## config.mk

```make
export PLATFORM = sky130hd
export DESIGN_NAME = pmbw_burst_write
export DESIGN_NICKNAME = d
export VERILOG_FILES = /design/src/pmbw_burst_counter.v /design/src/pmbw_burst_write.v
export VERILOG_INCLUDE_DIRS = /design/src /design/src/src
export SDC_FILE = /design/constraint.sdc
export NUM_CORES = 1
export LEC_CHECK = 0
export ABC_CLOCK_PERIOD_IN_PS = 5870
export BUFFER_PORTS_ARGS = -buffer_cell sky130_fd_sc_hd__buf_2
export CORE_MARGIN = 2
export CORE_UTILIZATION = 49
export DETAILED_ROUTE_END_ITERATION = 6
export PLACE_DENSITY = 0.83
export SETUP_SLACK_MARGIN = 0.4
export SYNTH_ARGS = -nofsm -noshare
export SYNTH_HDL_FRONTEND = slang
export SYNTH_HIERARCHICAL = 1
export SYNTH_SLANG_ARGS = --single-unit
export TNS_END_PERCENT = 100
```

## constraint.sdc

```tcl
create_clock -name clk_i -period 5.87 [get_ports clk_i]
set_input_delay 1.4675 -clock clk_i [delete_from_list [all_inputs] [get_ports clk_i]]
set_output_delay 1.4675 -clock clk_i [all_outputs]
set_load 0.02 [all_outputs]
```

## src/pmbw_defs.vh

```
`ifndef PMBW_DEFS_VH
`define PMBW_DEFS_VH

`define PMBW_DATA_W        32
`define PMBW_BE_W          4
`define PMBW_CNT_W         16

`define PMBW_ST_IDLE       2'h0
`define PMBW_ST_DATA       2'h1
`define PMBW_ST_RELEASE    2'h2

`define PMBW_CNT_RST       16'h0000
`define PMBW_DATA_RST      32'h00000000
`define PMBW_BE_RST        4'hF

`endif

```

## src/pmbw_burst_counter.v

```verilog
`include "pmbw_defs.vh"

module pmbw_burst_counter #(
    parameter CNT_W = `PMBW_CNT_W
) (
    input  wire             clk_i,      // PCI clock
    input  wire             rstn_i,     // Synchronous reset, active low
    input  wire             load_i,     // Load a new burst length
    input  wire [CNT_W-1:0] len_i,      // Burst length in doublewords
    input  wire             dec_i,      // One data phase has completed
    output wire [CNT_W-1:0] count_o,    // Remaining doublewords
    output wire             last_o,     // Exactly one doubleword remains
    output wire             zero_o      // Nothing remains
);

    reg  [CNT_W-1:0] count_q;
    reg  [CNT_W-1:0] count_d;

    always @* begin
        count_d = count_q;
        if (load_i) begin
            count_d = len_i;
        end else if (dec_i && (count_q != {CNT_W{1'b0}})) begin
            count_d = count_q - {{(CNT_W-1){1'b0}}, 1'b1};
        end
    end

    always @(posedge clk_i) begin
        if (!rstn_i) begin
            count_q <= {CNT_W{1'b0}};
        end else begin
            count_q <= count_d;
        end
    end

    assign count_o = count_q;
    assign last_o  = (count_q == {{(CNT_W-1){1'b0}}, 1'b1});
    assign zero_o  = (count_q == {CNT_W{1'b0}});

endmodule // pmbw_burst_counter

```

## src/pmbw_burst_write.v

```verilog
`include "pmbw_defs.vh"

module pmbw_burst_write #(
    parameter DATA_W = `PMBW_DATA_W,
    parameter BE_W   = `PMBW_BE_W,
    parameter CNT_W  = `PMBW_CNT_W
) (
    input  wire              clk_i,                   // PCI clock, 250 MHz in this build
    input  wire              rstn_i,                  // Synchronous reset, active low
    // Local master side.
    input  wire              start_i,                 // Pulse: begin the data phases of a burst write
    input  wire [CNT_W-1:0]  burst_len_i,             // Doublewords in the burst, sampled with start_i
    input  wire              local_source_ready_n_i,  // Local master can supply a word, active low
    input  wire [DATA_W-1:0] local_data_in_i,         // Local doubleword offered
    input  wire [BE_W-1:0]   local_byte_lanes_in_i,   // Byte enables of the offered word, active low
    output wire              local_word_taken_n_o,    // Offered word was taken, active low
    output wire [CNT_W-1:0]  remaining_burst_count_o, // Data phases still to complete
    output wire              busy_o,                  // Burst in progress
    // PCI side, each shared pin as input, output and output enable; trdy# as input only.
    input  wire              framen_i,                // frame# as seen on the bus
    output wire              framen_o,                // frame# driven value
    output wire              framen_oe_o,             // High while frame# is driven
    input  wire              irdyn_i,                 // irdy# as seen on the bus
    output wire              irdyn_o,                 // irdy# driven value
    output wire              irdyn_oe_o,              // High while irdy# is driven
    input  wire              trdyn_i,                 // trdy# from the target, PCI clock domain
    input  wire [DATA_W-1:0] ad_i,                    // ad as seen on the bus
    output wire [DATA_W-1:0] ad_o,                    // ad driven value
    output wire              ad_oe_o,                 // High while ad is driven
    input  wire [BE_W-1:0]   cben_i,                  // c/be# as seen on the bus
    output wire [BE_W-1:0]   cben_o,                  // c/be# driven value
    output wire              cben_oe_o                // High while c/be# is driven
);

    // The bus-side pins are outputs of this master during the data phases; their
    // input copies are kept only so that the pad wiring stays uniform.
    localparam [1:0] ST_IDLE    = `PMBW_ST_IDLE;
    localparam [1:0] ST_DATA    = `PMBW_ST_DATA;
    localparam [1:0] ST_RELEASE = `PMBW_ST_RELEASE;

    reg  [1:0]        state_q;
    reg  [1:0]        state_d;
    reg               frame_q;      // High means frame# asserted
    reg               frame_d;
    reg               irdy_q;       // High means irdy# asserted
    reg               irdy_d;
    reg               drive_q;      // Output enables of frame, ad, cbe (irdy has irdy_drive_q)
    reg               drive_d;
    reg               irdy_drive_q; // irdy# is driven one cycle longer than frame#
    reg               irdy_drive_d;
    reg  [DATA_W-1:0] ad_q;
    reg  [DATA_W-1:0] ad_d;
    reg  [BE_W-1:0]   cbe_q;
    reg  [BE_W-1:0]   cbe_d;
    reg               word_valid_q; // ad_q/cbe_q hold a word not yet accepted
    reg               word_valid_d;
    reg               taken_q;      // High means the local word was taken last edge
    reg               taken_d;

    wire              phase_done;
    wire              local_ready;
    wire              cnt_load;
    wire              cnt_last;
    wire              cnt_zero;
    wire [CNT_W-1:0]  cnt_value;

    assign local_ready = ~local_source_ready_n_i;
    // A data phase ends only on the edge where both ready strobes are low.
    assign phase_done  = (state_q == ST_DATA) && irdy_q && ~trdyn_i;
    assign cnt_load    = (state_q == ST_IDLE) && start_i;

    pmbw_burst_counter #(
        .CNT_W   (CNT_W)
    ) u_counter (
        .clk_i   (clk_i),
        .rstn_i  (rstn_i),
        .load_i  (cnt_load),
        .len_i   (burst_len_i),
        .dec_i   (phase_done),
        .count_o (cnt_value),
        .last_o  (cnt_last),
        .zero_o  (cnt_zero)
    );

    // Frame stays asserted until the final data phase is under way, as the bus
    // requires frame# to fall while irdy# is asserted on the last phase.
    function frame_needed;
        input         last;
        input         irdy;
        input         done;
        begin
            frame_needed = ~(last && (irdy || done));
        end
    endfunction

    always @* begin
        state_d      = state_q;
        frame_d      = frame_q;
        irdy_d       = irdy_q;
        drive_d      = drive_q;
        irdy_drive_d = irdy_drive_q;
        ad_d         = ad_q;
        cbe_d        = cbe_q;
        word_valid_d = word_valid_q;
        taken_d      = 1'b0;
        case (state_q)
            ST_IDLE: begin
                frame_d      = 1'b0;
                irdy_d       = 1'b0;
                drive_d      = 1'b0;
                irdy_drive_d = 1'b0;
                word_valid_d = 1'b0;
                if (start_i && (burst_len_i != {CNT_W{1'b0}})) begin
                    state_d      = ST_DATA;
                    frame_d      = 1'b1;
                    drive_d      = 1'b1;
                    irdy_drive_d = 1'b1;
                    if (local_ready) begin
                        ad_d         = local_data_in_i;
                        cbe_d        = local_byte_lanes_in_i;
                        word_valid_d = 1'b1;
                        taken_d      = 1'b1;
                        irdy_d       = 1'b1;
                        // A one-word burst starts on its final phase, so frame# must not be raised with irdy#.
                        frame_d      = frame_needed(burst_len_i == {{(CNT_W-1){1'b0}}, 1'b1}, 1'b1, 1'b0);
                    end
                end
            end
            ST_DATA: begin
                if (phase_done) begin
                    if (cnt_last) begin
                        // Final word accepted: give the bus back.
                        state_d      = ST_RELEASE;
                        frame_d      = 1'b0;
                        irdy_d       = 1'b0;
                        drive_d      = 1'b0;
                        word_valid_d = 1'b0;
                    end else if (local_ready) begin
                        // Next word follows at once; burst continues.
                        ad_d         = local_data_in_i;
                        cbe_d        = local_byte_lanes_in_i;
                        word_valid_d = 1'b1;
                        taken_d      = 1'b1;
                        irdy_d       = 1'b1;
                        frame_d      = frame_needed(cnt_value == {{(CNT_W-2){1'b0}}, 2'h2}, 1'b1, 1'b0);
                    end else begin
                        // Local side stalled: insert master wait states.
                        word_valid_d = 1'b0;
                        irdy_d       = 1'b0;
                        frame_d      = 1'b1;
                    end
                end else if (!word_valid_q) begin
                    if (local_ready) begin
                        ad_d         = local_data_in_i;
                        cbe_d        = local_byte_lanes_in_i;
                        word_valid_d = 1'b1;
                        taken_d      = 1'b1;
                        irdy_d       = 1'b1;
                        frame_d      = frame_needed(cnt_last, 1'b1, 1'b0);
                    end
                end else begin
                    // Waiting on the target; irdy# must not be withdrawn.
                    irdy_d  = 1'b1;
                    frame_d = frame_needed(cnt_last, 1'b1, 1'b0);
                end
            end
            ST_RELEASE: begin
                // irdy# was driven high for this turnaround cycle, then floats.
                irdy_drive_d = 1'b0;
                state_d      = ST_IDLE;
            end
            default: begin
                state_d      = ST_IDLE;
                frame_d      = 1'b0;
                irdy_d       = 1'b0;
                drive_d      = 1'b0;
                irdy_drive_d = 1'b0;
                word_valid_d = 1'b0;
            end
        endcase
        if (cnt_zero && (state_q == ST_DATA) && !phase_done) begin
            state_d = ST_IDLE;
        end
    end

    always @(posedge clk_i) begin
        if (!rstn_i) begin
            state_q      <= ST_IDLE;
            frame_q      <= 1'b0;
            irdy_q       <= 1'b0;
            drive_q      <= 1'b0;
            irdy_drive_q <= 1'b0;
            ad_q         <= `PMBW_DATA_RST;
            cbe_q        <= `PMBW_BE_RST;
            word_valid_q <= 1'b0;
            taken_q      <= 1'b0;
        end else begin
            state_q      <= state_d;
            frame_q      <= frame_d;
            irdy_q       <= irdy_d;
            drive_q      <= drive_d;
            irdy_drive_q <= irdy_drive_d;
            ad_q         <= ad_d;
            cbe_q        <= cbe_d;
            word_valid_q <= word_valid_d;
            taken_q      <= taken_d;
        end
    end

    assign framen_o                = ~frame_q;
    assign framen_oe_o             = drive_q;
    assign irdyn_o                 = ~irdy_q;
    assign irdyn_oe_o              = irdy_drive_q;
    assign ad_o                    = ad_q;
    assign ad_oe_o                 = drive_q;
    assign cben_o                  = cbe_q;
    assign cben_oe_o               = drive_q;
    assign local_word_taken_n_o    = ~taken_q;
    assign remaining_burst_count_o = cnt_value;
    assign busy_o                  = (state_q != ST_IDLE);

endmodule // pmbw_burst_write

```

==> metrics.md, run 1 <==
| Metric | Value |
|---|---|
| Status | completed |
| Post-synth top area cell | dfxtp_1 |
| Fillers | around 520 |
| Unique cell type count in the Yosys netlist | 51 |
| Crit path max-delay cell type | a2bb2oi_4 |
| Final Wtd Congestion | between 0.8 and 0.9 |
| Critical Path, Cell by Cell | buf_2 -> nor4_2 -> nand4_1 -> o21ai_2 -> a2bb2oi_4 -> buf_4 -> mux2i_1 |
| Syn Area/Cell | between 8 and 9 µm² |
| Setup TNS | 0 ns |
| Die height | 82.2 µm |
| Vias in the first global route | around 2500 |
| Reg-to-Reg Start | u_counter/count_o[7]$_SDFFE_PN0P_ |
| CP Capture Type | flop |
| WP buf/inv | 2 |
| Setup CP Type | in2reg |
| Post-synth top area share | 0.401 |
| CTS tree | yes |
| Synth top area cells | dfxtp_1, mux2i_1, nand2_1 |
| Post-DRT Antenna Nets | 0 |
| DRT Pass-1 Iters | 4 |
| Initial drt markers | about 110 |
| CTS resizes | 0 |
| Crit share post-route | 0.619 |
| Clk root buf | clkbuf_8 |
| FF-to-FF End | ad_o[24]$_SDFFE_PN0P_ |
| Syn. warnings | 6 |
| Leak | about 1.8 nW |
| Share of layout cells above drive strength 1 | 0.328 |
| Ports | about 160 |
| R2R Setup Slk | about 2.3 ns |
| Yosys reg bits | 60 |
| Drt via density | ~5.3 |
| Ant. Diodes | 0 |
| PwrDens | a little under 300 mW/mm² |
| Worst hold margin | approximately 0.46 ns |
| # rows | 28 |
| Hold path cells | 2 |
| Port bufs | approximately 120 |
| First-pass GRT wire length | about 11 mm |
| Gr usage total | 0.215 |
| Worst-Margin Slew | 0.793 ns |
| Drc violations | 0 |
| Core Region | around 0.0059 mm² |
| Avg WL per Cell | between 10 and 15 µm |
| Max clock buf depth | 2 |
| # Max-Cap Violations | 0 |
| Worst EP arrival | roughly 3.9 ns |
| Ys async rst share | 0 |
| Hold path start | ad_o[8]$_SDFFE_PN0P_ |
| Fin Clk Skew | ~0.0088 ns |
| Register area share after synthesis | 0.401 |
| Final Max Slew Viols | 0 |
| Hold violation total from the final report | 0 |
| Worst hold endpoint | ad_o[8]$_SDFFE_PN0P_ |
| Min Tclk post-route | 3.63 ns |
| Relative slew slack | 0.470 |
| Syn_nets | between 400 and 500 |
| CP Launch Type | input port |
| Worst hold path type | reg2reg |
| Syn Inst Count | approximately 350 |
| Hold-fix buffers, CTS | 0 |
| Clock transition at path regs | roughly 0.07 ns |
| Pin count of the biggest net entering global routing | a little over 60 |
| Num CTS Buffers | 9 |
| WP data required | around 6.1 ns |
| CP Max Fanout | 20 |
| RSZ-0062 raised after global routing | false |
| Initial Util | 0.505 |
| Routed vias | about 2800 |
| Fmax | ~0.28 GHz |
| Commonest register cell after synthesis | dfxtp_1 |
| Final #Nets | ~550 |
| Die Area | approximately 0.0067 mm² |
| Clk Latency, worst-skew pair | about 0.33 ns |
| Initial antenna violation count | 0 |
| CTS Sinks | 60 |
| Worst-case reg-to-reg path depth | 7 |
| Mapped Area | about 0.003 mm² |
| Finish-stage setup viols | 0 |
| Post-Route WL | between 7 and 8 mm |
| Max IR drop VDD | roughly 0.00017 V |
| Area grow syn2layout | 25.8% |
| Die X | between 80 and 90 µm |
| CP max stage delay | 0.64 ns |
| H-tree Lvls | 3 |
| Number of synthesized flops with an enable pin | 0 |
| Total setup buffers inserted after CTS | 0 |
| Gr ovfl total | 0 |
| Final HPWL DP | roughly 5.4 mm |
| Largest delay share family, worst path | compound AO/OA/AOI/OAI gates |
[cells in the final DEF (no fill, tap or decap), types with 2 or more instances in the layout]
master,synthesis,final
buf_2,0,116
nand2_1,76,76
dfxtp_1,60,60
mux2i_1,36,36
a21oi_1,21,21
o21ai_0,16,16
nor4_1,12,12
nor2_1,11,11
nor2b_1,11,11
clkbuf_8,1,11
xnor2_1,11,11
inv_1,10,10
nor3_1,8,8
nand2b_1,4,4
or3_1,4,4
nor4_2,3,3
a21boi_0,3,3
and2b_2,2,2
and3_1,2,2
a31oi_1,2,2
nand3_1,2,2
o221ai_1,2,2
bufinv_16,0,2
buf_4,2,2
or4_1,2,2
a211oi_1,2,2
ha_1,2,2
[routing by layer]
metal | GRT usage | up-vias | wire length (µm)
met5 | 0 | - | 0
met2 | 0.363 | 80 | 3740
met3 | 0.0391 | 8 | 310
met1 | 0.271 | 1317 | 3270
li1 | - | 1412 | -
met4 | 0.0917 | 0 | 95
[cells by family (layout without fill, tap and decap cells)]
kind of cell,after synthesis,count (layout),synth area share
DFF,60,60,0.401
AOI/OAI and AO/OA,54,54,0.110
muxes,36,36,0.120
buffers and inverters,31,143,0.0635
and+or+nand+nor,152,152,0.265
xor gates and xnor gates,11,11,0.0322
adders and majority gates,2,2,0.00836
[worst register-to-register path: cells and delay by family, from the launching register on]
kind,cells,cell delay (ns)
muxes,1,0.26
AOI/OAI and AO/OA,2,0.96
DFF,1,0.37
and+or+nand+nor,3,1.45
buffers and inverters,1,0.44
[how the worst max path moves through the flow]
stage / startpoint / to / slack, ns / cells after the start
6_report: burst_len_i[5] / ad_o[24]$_SDFFE_PN0P_ / 2.24 / 7
5_1_grt: u_counter/count_o[10]$_SDFFE_PN0P_ / ad_o[8]$_SDFFE_PN0P_ / 2.11 / 7
4_1_cts: burst_len_i[5] / ad_o[24]$_SDFFE_PN0P_ / 2.22 / 7
3_5_place_dp: burst_len_i[5] / ad_o[24]$_SDFFE_PN0P_ / 1.87 / 7
3_3_place_gp: burst_len_i[5] / ad_o[3]$_SDFFE_PN0P_ / 1.96 / 7
2_1_floorplan: trdyn_i / u_counter/count_o[6]$_SDFFE_PN0P_ / 2.81 / 6
[sequential cells by signal, summed over array words and instances (netlist names), 2 cells and up]
register,count
state_q,2
cben_o,4
u_counter/count_o,16
ad_o,32
[where the power goes]
group | internal [mW] | leakage (nW) | switching [mW]
combinational | 0.0905 | 1.20 | 0.136
sequential | 0.440 | 0.494 | 0.0284
clock | 0.259 | 0.111 | 0.157
total | 0.789 | 1.81 | 0.322
[cells in the mapped netlist (2+ instances only)]
library cell / n
a211oi_1: 2
nor4_2: 3
o221ai_1: 2
and3_1: 2
nor3_1: 8
xnor2_1: 11
nor2b_1: 11
a21boi_0: 3
buf_4: 2
ha_1: 2
nand2b_1: 4
nor4_1: 12
or4_1: 2
and2b_2: 2
nor2_1: 11
a31oi_1: 2
nand3_1: 2
clkbuf_1: 14
o21ai_0: 16
dfxtp_1: 60
a21oi_1: 21
or3_1: 4
inv_1: 10
nand2_1: 76
buf_12: 3
mux2i_1: 36
[metrics by stage]
stage	util	total power, mW	instance area, µm²	setup WS, ns	instances
after floorplan	-	0.635	2990	2.81	346
after global placement	0.598	0.696	3540	1.96	518
after detailed placement	0.598	0.703	3540	1.87	518
after CTS	0.636	1.12	3760	2.22	533
after global routing	0.636	1.17	3760	2.11	533
final	0.636	1.11	3760	2.24	533
[final cells by class]
type                       count  area [µm²]  area share
sequential                    60        1200       0.319
clock buffer                  11         151      0.0402
multi-input combinational    255        1610       0.428
clock inverter                 4        72.6      0.0193
tap                           75        93.8      0.0249
timing repair buffer         118         596       0.158
inverter                      10        37.5     0.00997
(Power assumes the default switching activity.)
==> run 2: changes to the inputs <==
--- a/config.mk
+++ b/config.mk
@@ -6,12 +6,12 @@
 export SDC_FILE = /design/constraint.sdc
 export NUM_CORES = 1
 export LEC_CHECK = 0
-export ABC_CLOCK_PERIOD_IN_PS = 5870
+export ABC_CLOCK_PERIOD_IN_PS = 2900
 export BUFFER_PORTS_ARGS = -buffer_cell sky130_fd_sc_hd__buf_2
 export CORE_MARGIN = 2
-export CORE_UTILIZATION = 49
+export CORE_UTILIZATION = 41
 export DETAILED_ROUTE_END_ITERATION = 6
-export PLACE_DENSITY = 0.83
+export PLACE_DENSITY = 0.73
 export SETUP_SLACK_MARGIN = 0.4
 export SYNTH_ARGS = -nofsm -noshare
 export SYNTH_HDL_FRONTEND = slang
==> constraint.sdc (replaced) <==
create_clock -name clk_i -period 2.9 [get_ports clk_i]
set_input_delay 0.725 -clock clk_i [delete_from_list [all_inputs] [get_ports clk_i]]
set_output_delay 0.725 -clock clk_i [all_outputs]
set_load 0.02 [all_outputs]
==> metrics.md, run 2 (synthesized netlist as in run 1, its figures left out) <==
| Metric | Value |
|---|---|
| DRT Pass-1 Iters | 6 (+2) |
| Final #Nets | 561 (+1.8%) |
| Worst path most repeated cell | or3_4 |
| Hold-fix buffers, CTS | 0 (unchanged) |
| Post-Route WL | 8.09 mm (+8.9%) |
| Final HPWL DP | 5.53 mm (+1.8%) |
| Finish-stage setup viols | 0 (unchanged) |
| Min Tclk post-route | around 2.4 ns |
| Num CTS Buffers | 9 (unchanged) |
| Number of flip-flops in the largest register | 32 (unchanged) |
| Area grow syn2layout | 32.4% |
| Initial Util | 0.417 (-0.0884) |
| Sequential share of power | 0.411 (-0.010) |
| RSZ-0062 raised after global routing | false |
| Crit share post-route | 0.828 |
| Most common cell after layout, fill and taps aside | buf_2 |
| Critical Path, Cell by Cell | or3_4 -> or3_4 -> nor4_4 -> a21oi_2 -> a2bb2oi_4 -> clkbuf_16 -> mux2i_1 |
| Area of the multi-input gates | 0.00165 mm² (+2.1%) |
| Max IR drop VDD | 0.000259 V (+50%) |
| Routed vias | 2914 (+3.4%) |
| Worst EP arrival | 2.66 ns (-1.22 ns) |
| Final Wtd Congestion | 0.896 (-0.22%) |
| Commonest cells after routing, fill and taps aside | buf_2, nand2_1, dfxtp_1 |
| Worst hold margin | 0.457 ns (+0.000298 ns) |
| CP Max Fanout | 9 (-55%) |
| Setup TNS | 0 ns (unchanged) |
| Status | completed |
| H-tree Lvls | 3 (unchanged) |
| Die X | 89.4 µm (+8.9%) |
| Core Region | 0.00718 mm² (+21%) |
| Final Max Slew Viols | 0 (unchanged) |
| Fillers | 682 (+32%) |
| Relative slew slack | 0.462 (-0.00775) |
| Clock transition at path regs | 0.07 ns (about the same) |
| Vias in the first global route | 2499 (+1.7%) |
| Setup CP Type | reg2reg |
| FF/Latch Area | 0.00120 mm² (+0.31%) |
| Fin Clk Skew | 0.0114 ns (+0.00260 ns) |
| Die height | 89.4 µm (+8.9%) |
| Leak | 1.89 nW (+4.3%) |
| CP Capture Type | flop |
| Final Util | 0.552 (-0.0837) |
| Worst-Margin Slew | 0.806 ns (+0.0135 ns) |
| Initial antenna violation count | 0 (unchanged) |
| Pint | 1.63 mW (+110%) |
| PwrDens | 583 mW/mm² (+98%) |
| Sw Share | 0.295 (+0.00534) |
| CP max stage delay | 0.43 ns (-0.21 ns) |
| # rows | 31 (+11%) |
| Gr ovfl total | 0 (unchanged) |
| Switch Pwr | 682 µW (+110%) |
| Hold violation total from the final report | 0 (unchanged) |
| Port bufs | 116 (unchanged) |
| Drc violations | 0 (unchanged) |
| Combinational Power Share | 0.220 (+0.016) |
| Gr usage total | 0.188 (-0.0270) |
| CP Launch Type | flop |
| Avg WL per Cell | 14.3 µm (+2.4%) |
| CTS tree | yes |
| Post-DRT Antenna Nets | 0 (unchanged) |
| Overall power | 2.31 mW (+110%) |
| Clk Latency, worst-skew pair | 0.33 ns (about the same) |
| Drt via density | 5.14 (-2.8%) |
| Max clock buf depth | 2 (unchanged) |
| Ports | 155 (unchanged) |
| # Max-Cap Violations | 0 (unchanged) |
| Ant. Diodes | 0 (unchanged) |
| Clock power frac | 0.369 (-0.006) |
| Worst hold path type | reg2reg |
| Initial drt markers | 247 (+130%) |
| First-pass GRT wire length | 11.7 mm (+4.5%) |
| Crit path max-delay cell type | or3_4 |
| Fmax | around 0.42 GHz |
| Clk root buf | clkbuf_8 |
| Share of layout cells above drive strength 1 | 0.359 (+0.0315) |
| WP data required | 3.16 ns (-2.95 ns) |
| CTS Sinks | 60 (unchanged) |
| Pin count of the biggest net entering global routing | 44 (-29%) |
| Die Area | 0.00800 mm² (+19%) |
[run 2: final cells by class]
class	instances	area share
timing repair buffer	128	0.183
clock inverter	4	0.0183
sequential	60	0.304
multi-input combinational	255	0.416
inverter	10	0.00947
clock buffer	11	0.0382
tap	99	0.0313
[run 2: worst max-delay path: cells and delay by family, from the launching register on]
family                 cells  cell delay, ns
buffers and inverters      1            0.25
AND/OR/NAND/NOR            3            1.06
AO/OA/AOI/OAI              2            0.49
multiplexers               1            0.19
flip-flops                 1            0.35
[run 2: power groups by stage]
| stage | clock (mW) | combinational (mW) | sequential [mW] |
|---|---|---|---|
| after global placement | 0 | 0.462 | 0.961 |
| after global routing | 0.900 | 0.549 | 0.959 |
| after floorplan | 0 | 0.260 | 1.03 |
| after detailed placement | 0 | 0.472 | 0.964 |
| final | 0.852 | 0.509 | 0.950 |
| after CTS | 0.868 | 0.490 | 0.947 |
[run 2: per-stage QoR]
| stage | cell area (µm²) | cells | worst slack [ns] |
|---|---|---|---|
| after detailed placement | 3630 | 547 | 0.241 |
| after global routing | 3960 | 567 | 0.392 |
| after floorplan | 3000 | 346 | 0.494 |
| after global placement | 3630 | 547 | 0.301 |
| final | 3960 | 567 | 0.500 |
| after CTS | 3900 | 564 | 0.397 |
[run 2: final timing paths]
path	from	endpoint	slack, ns	depth (start not counted)
worst max register to register	u_counter/count_o[7]$_SDFFE_PN0P_	ad_o[13]$_SDFFE_PN0P_	0.50	7
worst min-delay path	ad_o[31]$_SDFFE_PN0P_	ad_o[31]$_SDFFE_PN0P_	0.46	2
worst max-delay path	u_counter/count_o[7]$_SDFFE_PN0P_	ad_o[13]$_SDFFE_PN0P_	0.50	7
worst min register to register	ad_o[31]$_SDFFE_PN0P_	ad_o[31]$_SDFFE_PN0P_	0.46	2
[run 2: repair_timing]
action                                  CTS  global route
gates resized for setup                   4             6
endpoints found under the setup margin   36            37
pin swaps                                 1             3
buffers inserted                          1             0
gates cloned                              1             3
[run 2: layer usage]
| layer | track usage | share of wire | wire [µm] | vias up |
|---|---|---|---|---|
| met5 | 0 | 0 | 0 | - |
| met4 | 0.0692 | 0.014 | 110 | 0 |
| met3 | 0.0351 | 0.053 | 428 | 11 |
| met2 | 0.320 | 0.51 | 4120 | 123 |
| met1 | 0.238 | 0.42 | 3420 | 1344 |
| li1 | - | - | - | 1436 |
